$ cat config.mk
export PLATFORM = sky130hd
export DESIGN_NAME = ipr_resolver
export DESIGN_NICKNAME = d
export VERILOG_FILES = /design/src/inc/ipr_pkg.sv /design/src/verilog/ipr_resolver.sv
export SDC_FILE = /design/constraint.sdc
export NUM_CORES = 1
export LEC_CHECK = 0
export ABC_AREA = 1
export BUFFER_PORTS_ARGS = -buffer_cell sky130_fd_sc_hd__buf_2
export CORE_MARGIN = 1.5
export CORE_UTILIZATION = 55
export CTS_BUF_LIST = sky130_fd_sc_hd__clkbuf_4 sky130_fd_sc_hd__clkbuf_8
export CTS_CLUSTER_DIAMETER = 30
export DETAILED_ROUTE_END_ITERATION = 16
export GPL_ROUTABILITY_DRIVEN = 0
export GPL_TIMING_DRIVEN = 0
export PLACE_DENSITY = 0.82
export SYNTH_ARGS = -nofsm -noshare
export SYNTH_HDL_FRONTEND = slang
export SYNTH_SLANG_ARGS = --single-unit
$ cat constraint.sdc
create_clock -name clk -period 4.27 [get_ports clk]
set_clock_uncertainty 0.15 [all_clocks]
set_input_delay 0.2135 -clock clk [delete_from_list [all_inputs] [get_ports clk]]
set_output_delay 0.2135 -clock clk [all_outputs]
set_load 0.02 [all_outputs]
$ cat src/inc/ipr_pkg.sv
// Constants for the two-level interrupt priority resolver.
// Assumes an 8-bit special-function register port and a two-level vectoring core.
// Notes on behaviour
// - Priority bit clear low, set high
// - No nesting at same or lower level
// - Fixed order only breaks simultaneous ties
// - Fixed order ext0 first, timer4/5 last
// - Main register bits five to zero used
// - Ext register bits four to zero used
// - Main register at B8, bit access too
// - Peripheral register at C1, bit7 reserved
// - Pending flag set by event, cleared vectoring; serial0, timer2 request from their own flags
package ipr_pkg;
   localparam int unsigned NUM_SRC = 19;
   localparam int unsigned SRC_W   = 5;
   // Register addresses
   localparam logic [7:0] ADDR_EXT    = 8'h0B1;
   localparam logic [7:0] ADDR_MAIN   = 8'h0B8;
   localparam logic [7:0] ADDR_PERIPH = 8'h0C1;
   localparam logic [7:0] ADDR_STATUS = 8'h0C3;
   // Implemented bit masks; reserved bits read zero
   localparam logic [7:0] MASK_MAIN   = 8'h003F;
   localparam logic [7:0] MASK_EXT    = 8'h001F;
   localparam logic [7:0] MASK_PERIPH = 8'h007F;
   localparam logic [7:0] RESET_VAL   = 8'h0000;
   // Status register fields
   localparam int unsigned ST_HIGH_BIT = 7;
   localparam int unsigned ST_LOW_BIT  = 6;
   // Source indices in fixed arbitration order
   localparam int unsigned S_EXT0 = 0;
   localparam int unsigned S_T0   = 1;
   localparam int unsigned S_EXT1 = 2;
   localparam int unsigned S_T1   = 3;
   localparam int unsigned S_SER0 = 4;
   localparam int unsigned S_T2   = 5;
   localparam int unsigned S_WDT  = 6;
   localparam int unsigned S_IFC  = 7;
   localparam int unsigned S_ADC  = 8;
   localparam int unsigned S_EXT2 = 9;
   localparam int unsigned S_EXT3 = 10;
   localparam int unsigned S_EXT4 = 11;
   localparam int unsigned S_SER1 = 12;
   localparam int unsigned S_SER2 = 13;
   localparam int unsigned S_EXT5 = 14;
   localparam int unsigned S_EXT6 = 15;
   localparam int unsigned S_T3   = 16;
   localparam int unsigned S_T4   = 17;
   localparam int unsigned S_T5   = 18;
   // Main register bit positions
   localparam int unsigned ext0_level_bit    = 0;
   localparam int unsigned timer0_level_bit  = 1;
   localparam int unsigned ext1_level_bit    = 2;
   localparam int unsigned timer1_level_bit  = 3;
   localparam int unsigned serial0_level_bit = 4;
   localparam int unsigned timer2_level_bit  = 5;
   // Ext register bit positions
   localparam int unsigned ext2_level_bit = 0;
   localparam int unsigned ext3_level_bit = 1;
   localparam int unsigned ext4_level_bit = 2;
   localparam int unsigned ext5_level_bit = 3;
   localparam int unsigned ext6_level_bit = 4;
   // Peripheral register bit positions
   localparam int unsigned P_T3  = 0;
   localparam int unsigned P_T4  = 1;
   localparam int unsigned P_S1  = 2;
   localparam int unsigned P_S2  = 3;
   localparam int unsigned P_IFC = 4;
   localparam int unsigned P_ADC = 5;
   localparam int unsigned P_WDT = 6;
endpackage : ipr_pkg

$ cat src/verilog/ipr_resolver.sv
// Two-level interrupt priority resolver with pending flags and nesting.
// Assumes the core acknowledges only while irq_req is high and returns in order.
//
// Added by the designer: the strobed register port.
`timescale 1ns/1ps
module ipr_resolver #(
   parameter int unsigned NUM_SRC = 19
) (
   input  wire logic                  clk,
   input  wire logic                  reset,
   input  wire logic [7:0]            addr,
   input  wire logic [7:0]            wdata,
   input  wire logic                  wr,
   input  wire logic                  rd,
   input  wire logic                  bit_wr,
   input  wire logic [2:0]            bit_num,
   input  wire logic                  bit_val,
   output logic      [7:0]            rdata,
   input  wire logic [NUM_SRC-1:0]    src_event,
   input  wire logic [NUM_SRC-1:0]    src_enable,
   input  wire logic                  timer2_overflow_flag,
   input  wire logic                  timer2_reload_flag,
   input  wire logic                  serial0_receive_flag,
   input  wire logic                  serial0_transmit_flag,
   input  wire logic                  vec_ack,
   input  wire logic                  ret_done,
   output logic                       irq_req,
   output logic      [4:0]            irq_vector,
   output logic                       irq_high
);
   if (NUM_SRC != ipr_pkg::NUM_SRC) begin : g_bad_num
      $error("NUM_SRC must equal the fixed source count");
   end

   typedef struct packed {
      logic [7:0]         main;
      logic [7:0]         ext;
      logic [7:0]         periph;
      logic [NUM_SRC-1:0] pend;
      logic               srv_low;
      logic               srv_high;
      logic [7:0]         rdata;
      logic               req;
      logic [4:0]         vector;
      logic               high;
   } ipr_state_t;

   ipr_state_t st_q;
   ipr_state_t st_d;

   // Level bit of a source
   function automatic logic level_of(input int unsigned src, input logic [7:0] m,
                                     input logic [7:0] e, input logic [7:0] p);
      logic lv;
      lv = 1'b0;
      case (src)
         ipr_pkg::S_EXT0: lv = m[ipr_pkg::ext0_level_bit];
         ipr_pkg::S_T0:   lv = m[ipr_pkg::timer0_level_bit];
         ipr_pkg::S_EXT1: lv = m[ipr_pkg::ext1_level_bit];
         ipr_pkg::S_T1:   lv = m[ipr_pkg::timer1_level_bit];
         ipr_pkg::S_SER0: lv = m[ipr_pkg::serial0_level_bit];
         ipr_pkg::S_T2:   lv = m[ipr_pkg::timer2_level_bit];
         ipr_pkg::S_EXT2: lv = e[ipr_pkg::ext2_level_bit];
         ipr_pkg::S_EXT3: lv = e[ipr_pkg::ext3_level_bit];
         ipr_pkg::S_EXT4: lv = e[ipr_pkg::ext4_level_bit];
         ipr_pkg::S_EXT5: lv = e[ipr_pkg::ext5_level_bit];
         ipr_pkg::S_EXT6: lv = e[ipr_pkg::ext6_level_bit];
         ipr_pkg::S_WDT:  lv = p[ipr_pkg::P_WDT];
         ipr_pkg::S_ADC:  lv = p[ipr_pkg::P_ADC];
         ipr_pkg::S_IFC:  lv = p[ipr_pkg::P_IFC];
         ipr_pkg::S_SER2: lv = p[ipr_pkg::P_S2];
         ipr_pkg::S_SER1: lv = p[ipr_pkg::P_S1];
         ipr_pkg::S_T3:   lv = p[ipr_pkg::P_T3];
         ipr_pkg::S_T4,
         ipr_pkg::S_T5:   lv = p[ipr_pkg::P_T4];
         default:         lv = 1'b0;
      endcase
      return lv;
   endfunction : level_of

   logic [NUM_SRC-1:0] req_vec;
   logic               hit_hi;
   logic               hit_lo;
   logic [4:0]         sel_hi;
   logic [4:0]         sel_lo;
   logic [7:0]         wr_val;
   logic               lvl;

   always_comb begin
      st_d   = st_q;
      wr_val = wdata;
      hit_hi = 1'b0;
      hit_lo = 1'b0;
      sel_hi = 5'h0_0;
      sel_lo = 5'h0_0;
      lvl    = 1'b0;
      // Whole-byte writes; reserved bits stay zero
      if (wr) begin
         case (addr)
            ipr_pkg::ADDR_MAIN:   st_d.main   = wdata & ipr_pkg::MASK_MAIN;
            ipr_pkg::ADDR_EXT:    st_d.ext    = wdata & ipr_pkg::MASK_EXT;
            ipr_pkg::ADDR_PERIPH: st_d.periph = wdata & ipr_pkg::MASK_PERIPH;
            default: ;
         endcase
      end
      // Single-bit set or clear of the main register
      if (bit_wr && addr == ipr_pkg::ADDR_MAIN) begin
         wr_val          = st_q.main;
         wr_val[bit_num] = bit_val;
         st_d.main       = wr_val & ipr_pkg::MASK_MAIN;
      end
      // Read data valid in the following cycle only
      st_d.rdata = 8'h0_0;
      if (rd) begin
         case (addr)
            ipr_pkg::ADDR_MAIN:   st_d.rdata = st_q.main;
            ipr_pkg::ADDR_EXT:    st_d.rdata = st_q.ext;
            ipr_pkg::ADDR_PERIPH: st_d.rdata = st_q.periph;
            ipr_pkg::ADDR_STATUS: begin
               st_d.rdata[ipr_pkg::ST_HIGH_BIT] = st_q.srv_high;
               st_d.rdata[ipr_pkg::ST_LOW_BIT]  = st_q.srv_low;
               st_d.rdata[4:0]                  = st_q.vector;
            end
            default: st_d.rdata = 8'h0_0;
         endcase
      end
      // Return from service closes the innermost level
      if (ret_done) begin
         if (st_q.srv_high) begin
            st_d.srv_high = 1'b0;
         end else begin
            st_d.srv_low = 1'b0;
         end
      end
      // Vectoring clears the taken flag; t4 before t5 in the shared slot
      if (vec_ack && st_q.req) begin
         if (st_q.high) begin
            st_d.srv_high = 1'b1;
         end else begin
            st_d.srv_low = 1'b1;
         end
         st_d.pend[st_q.vector] = 1'b0;
      end
      // New events win over the clear in the same cycle
      for (int unsigned i = 0; i < NUM_SRC; i++) begin
         if (src_event[i] && i != ipr_pkg::S_SER0 && i != ipr_pkg::S_T2) begin
            st_d.pend[i] = 1'b1;
         end
      end
      // Requests from the updated state
      req_vec                 = st_d.pend & src_enable;
      req_vec[ipr_pkg::S_SER0] = (serial0_receive_flag | serial0_transmit_flag)
                                & src_enable[ipr_pkg::S_SER0];
      req_vec[ipr_pkg::S_T2]   = (timer2_overflow_flag | timer2_reload_flag)
                                & src_enable[ipr_pkg::S_T2];
      // Lowest index wins within each level
      for (int i = NUM_SRC - 1; i >= 0; i--) begin
         lvl = level_of(i, st_d.main, st_d.ext, st_d.periph);
         if (req_vec[i] && lvl) begin
            hit_hi = 1'b1;
            sel_hi = 5'(i);
         end
         if (req_vec[i] && !lvl) begin
            hit_lo = 1'b1;
            sel_lo = 5'(i);
         end
      end
      // Offer only what may nest over the service in progress
      st_d.req    = 1'b0;
      st_d.high   = 1'b0;
      st_d.vector = st_q.vector;
      if (!st_d.srv_high) begin
         if (hit_hi) begin
            st_d.req    = 1'b1;
            st_d.high   = 1'b1;
            st_d.vector = sel_hi;
         end else if (hit_lo && !st_d.srv_low) begin
            st_d.req    = 1'b1;
            st_d.vector = sel_lo;
         end
      end
   end

   always_ff @(posedge clk or posedge reset) begin
      if (reset) begin
         st_q <= '0;
      end else begin
         st_q <= st_d;
      end
   end

   assign rdata      = st_q.rdata;
   assign irq_req    = st_q.req;
   assign irq_vector = st_q.vector;
   assign irq_high   = st_q.high;
endmodule : ipr_resolver

==> summary.txt <==
Power
  • Sw Ratio: a little over a third
  • Seq pwr share: 40.0%
  • VDD IR max: around 0.26 mV
  • Pint: ~0.97 mW
  • Logic pwr share: between 30% and 40%
  • Pleak: roughly 2.3 nW
  • Clock Power Share: between 20% and 30%
  • Switch Pwr: roughly 0.54 mW
  • Pwr/cell area: approximately 360 nW/um^2

STA
  • Achievable Freq: 348 MHz
  • Rel. slew slack: about 65%
  • Final setup viols: 0
  • Setup TNS: 0 ns
  • Minimum clock period: 2.87 ns
  • RSZ-0062 raised after global routing: no
  • Final clock period utilization by the worst path: 67.3%
  • Final Hold Violating Endpoints: 0
  • Worst-Margin Slew: roughly 0.52 ns
  • Final slew viol count: 0

Critical path
  • Crit-path max cell delay: 0.44 ns
  • Critical path type: reg -> reg
  • FF-to-FF setup slack: 1.40 ns
  • Worst setup SP type: flop
  • R2r endpoint: irq_vector[1]
  • Critical path's top delay family: simple AND/OR/NAND/NOR gates
  • Reg-to-Reg Start: irq_vector[1]
  • Worst Path Required: 4.31 ns
  • Worst R2R Path Depth: 17
  • Crit-path cells: inv_1, nand2_1, nor2_1, inv_1, o21ai_0, a21boi_0, inv_1, nor2_1, nor2_2, nand2_1, nor2_2, nand3_2, o21ai_2, a21oi_2, buf_6, nor2_1, a31oi_1
  • Critical path arrival: 2.91 ns
  • CP max stage cell: dfrtp_1
  • Element type at the critical path end: flop
  • Crit. path cell count: 17
  • CP Max Fanout: 10
  • Worst Path Buf+Inv: 4

Job
  • Max Cap Viol: 0

Finish
  • Antenna Cells: 0
  • Share of layout cells above drive strength 1: between 20% and 30%
  • Final #Nets: around 660
  • Area grow syn2layout: 21.6%
  • Final cell count without fillers: 670

Detailed routing
  • Iteration-0 DRC Markers: 225
  • Detail Route Antenna Nets: 0
  • Final WL: roughly 9.3 mm
  • First-pass DRT Iterations: 5
  • DR vias: 3,560
  • Vias/cell: approximately 5.3
  • WL per Instance: approximately 14 um
  • DRC: 0

Synth
  • Seq cells post-synth: between 50 and 60
  • Post-synth EDFFs: 0
  • Distinct cells, synth: 45
  • Mapped cell area: 3470 sq um
  • Cells after Synth: 497
  • Synth async-reset ratio: 100%
  • Dominant synthesized flop cell: dfrtp_1
  • Net Count, Synth: around 570
  • Syn Area/Cell: 6.98 sq um
  • Synth warn: 0
  • Seq/Total Area, Yosys: 37.5%

CTS
  • H-tree levels: 2
  • TritonCTS Sinks: 52
  • Post-CTS setup buffers: 0
  • Number of CTS-inserted buffers: 5
  • Skew-Pair Late Insertion Delay: 0.31 ns
  • TritonCTS clock tree: built
  • Clock buffer depth: 2
  • Clk root buf: clkbuf_8
  • Clk slew on worst S/H paths: ~0.090 ns

Floorplanning
  • Starting Density: 57.9%
  • Top-level I/O count: 84
  • Die Wd: ~82 um
  • CORE AREA: between 5000 and 6000 sq um
  • Row count: 28
  • Area of the die: slightly below 7000 sq um
  • Die Height: roughly 82 um

GRT
  • Gr ovfl total: 0
  • Largest net degree at the start of global routing: 30
  • Tot GR Track Use: approximately 29%
  • First-pass GRT wire length: around 15 mm
  • Initial antenna violation count: 0
  • Vias in the first global route: roughly 3,200

Min path
  • Hold depth: 3
  • Worst Hold End: st_q[18]
  • Min-delay worst type: in -> reg
  • Hold Crit Start: src_event[1]

Status
  • Status: finished clean

Placement
  • Placed insts: roughly 650
  • Port Buffer Count: between 70 and 80
  • Detailed Place HPWL: 7.38 mm
-- worst max-delay path by stage --
stage	to	start
final	irq_vector[1]	irq_vector[1]
after global routing	irq_vector[1]	irq_vector[1]
after CTS	irq_vector[1]	irq_vector[1]
after detailed placement	irq_vector[1]	irq_vector[1]
after global placement	irq_vector[2]	irq_vector[1]
after floorplan	irq_vector[2]	irq_req
-- Yosys cell counts, types with 2 or more instances --
| cell type | instances | area share, % |
|---|---|---|
| a31oi_1 | 3 | 0.54 |
| nand2_1 | 156 | 17 |
| o21ai_0 | 28 | 4.0 |
| nor2_4 | 2 | 0.65 |
| nand3_1 | 36 | 5.2 |
| o211ai_2 | 2 | 0.72 |
| a221oi_1 | 2 | 0.50 |
| nand3b_1 | 2 | 0.43 |
| dfrtp_1 | 52 | 38 |
| o21a_1 | 2 | 0.43 |
| or2_0 | 2 | 0.36 |
| a21boi_0 | 6 | 1.3 |
| o211ai_1 | 2 | 0.43 |
| a21oi_1 | 15 | 2.2 |
| buf_2 | 2 | 0.29 |
| nor3_1 | 3 | 0.43 |
| o21ai_1 | 4 | 0.58 |
| nor2_1 | 39 | 4.2 |
| nand2_2 | 6 | 1.1 |
| nor2_2 | 5 | 0.90 |
| nand3_2 | 3 | 0.87 |
| o21ai_2 | 10 | 2.5 |
| inv_2 | 5 | 0.54 |
| buf_4 | 14 | 3.0 |
| nand2_4 | 2 | 0.65 |
| nand4_1 | 3 | 0.54 |
| inv_1 | 73 | 7.9 |
-- worst register-to-register path, cell delays in order, from the launching register on --
cell and delay [ns]:
dfrtp_1 0.44, inv_1 0.14, nand2_1 0.07, nor2_1 0.13, inv_1 0.13, o21ai_0 0.22, a21boi_0 0.22, inv_1 0.09
nor2_1 0.06, nor2_2 0.14, nand2_1 0.08, nor2_2 0.16, nand3_2 0.10, o21ai_2 0.19, a21oi_2 0.09, buf_6 0.16
nor2_1 0.13, a31oi_1 0.06
-- cells by family (layout without fill, tap and decap cells) --
family	Yosys count	count (layout)	synth area share, %
AND/OR/NAND/NOR	270	270	35.7
flip-flops	52	52	37.5
buffers and inverters	97	195	12.5
AO/OA/AOI/OAI	78	78	14.2
-- cell usage in the layout (no fill, tap or decap), drive strengths merged --
| cell type | instances |
|---|---|
| nor2 | 47 |
| nand2b | 1 |
| a221oi | 2 |
| buf | 97 |
| o311ai | 1 |
| a21boi | 6 |
| o21ai | 42 |
| bufinv | 2 |
| nor3 | 5 |
| or2 | 4 |
| inv | 79 |
| o211ai | 4 |
| nand3 | 40 |
| dfrtp | 52 |
| nand3b | 2 |
| nand2 | 164 |
| a21oi | 16 |
| and2 | 1 |
| o21a | 2 |
| dlygate4sd3 | 11 |
| clkinv | 1 |
| nand4 | 4 |
| o211a | 1 |
| a31oi | 3 |
| o31ai | 1 |
| clkbuf | 5 |
| nor4 | 2 |
-- power by group through the flow --
| stage | registers [mW] | logic [mW] | clock network [mW] |
|---|---|---|---|
| 2_1_floorplan | 0.606 | 0.332 | 0 |
| 4_1_cts | 0.601 | 0.503 | 0.396 |
| 6_report | 0.603 | 0.508 | 0.396 |
| 3_5_place_dp | 0.611 | 0.493 | 0 |
| 3_3_place_gp | 0.609 | 0.475 | 0 |
| 5_1_grt | 0.611 | 0.563 | 0.417 |
-- state kept, by name (all words and copies together), names as in the netlist --
register and flops:
irq_req 1, st_q 37, irq_high 1, irq_vector 5, rdata 8
-- per-stage QoR --
stage          hold slack, ns  total power [mW]  cell area, sq um  setup WS (ns)  util (%)
2_1_floorplan           0.171             0.938              3470           1.92         -
3_3_place_gp            0.257              1.08              3960           1.53      66.1
3_5_place_dp            0.126              1.10              3980           1.52      66.4
4_1_cts               0.00627              1.50              4220           1.46      70.4
5_1_grt                0.0240              1.59              4220           1.10      70.4
6_report              0.00279              1.51              4220           1.40      70.4
-- layout make-up --
type,count,area (sq um)
multi-input cells,348,1730
clock inverters,2,60.1
inverters,80,308
repair buffers,91,526
fillers,510,1770
well taps,75,93.8
flip-flops and latches,52,1300
plain buffers,17,126
clock buffers,5,68.8
-- routing by layer --
metal	part of all wire, %	vias to the layer above	global-route usage, %	wire length, um
li1	-	1757	-	-
met1	42	1633	37.1	3940
met2	49	149	50.9	4550
met3	6.2	21	2.86	576
met4	2.2	0	8.98	202
met5	0	-	0	0
-- what timing repair did --
| item | in CTS | in global routing |
|---|---|---|
| resized for setup | 0 | 0 |
| hold buffers | 11 | 0 |
| hold endpoints to repair | 33 | 0 |
Power figures use the tool's default switching activity.
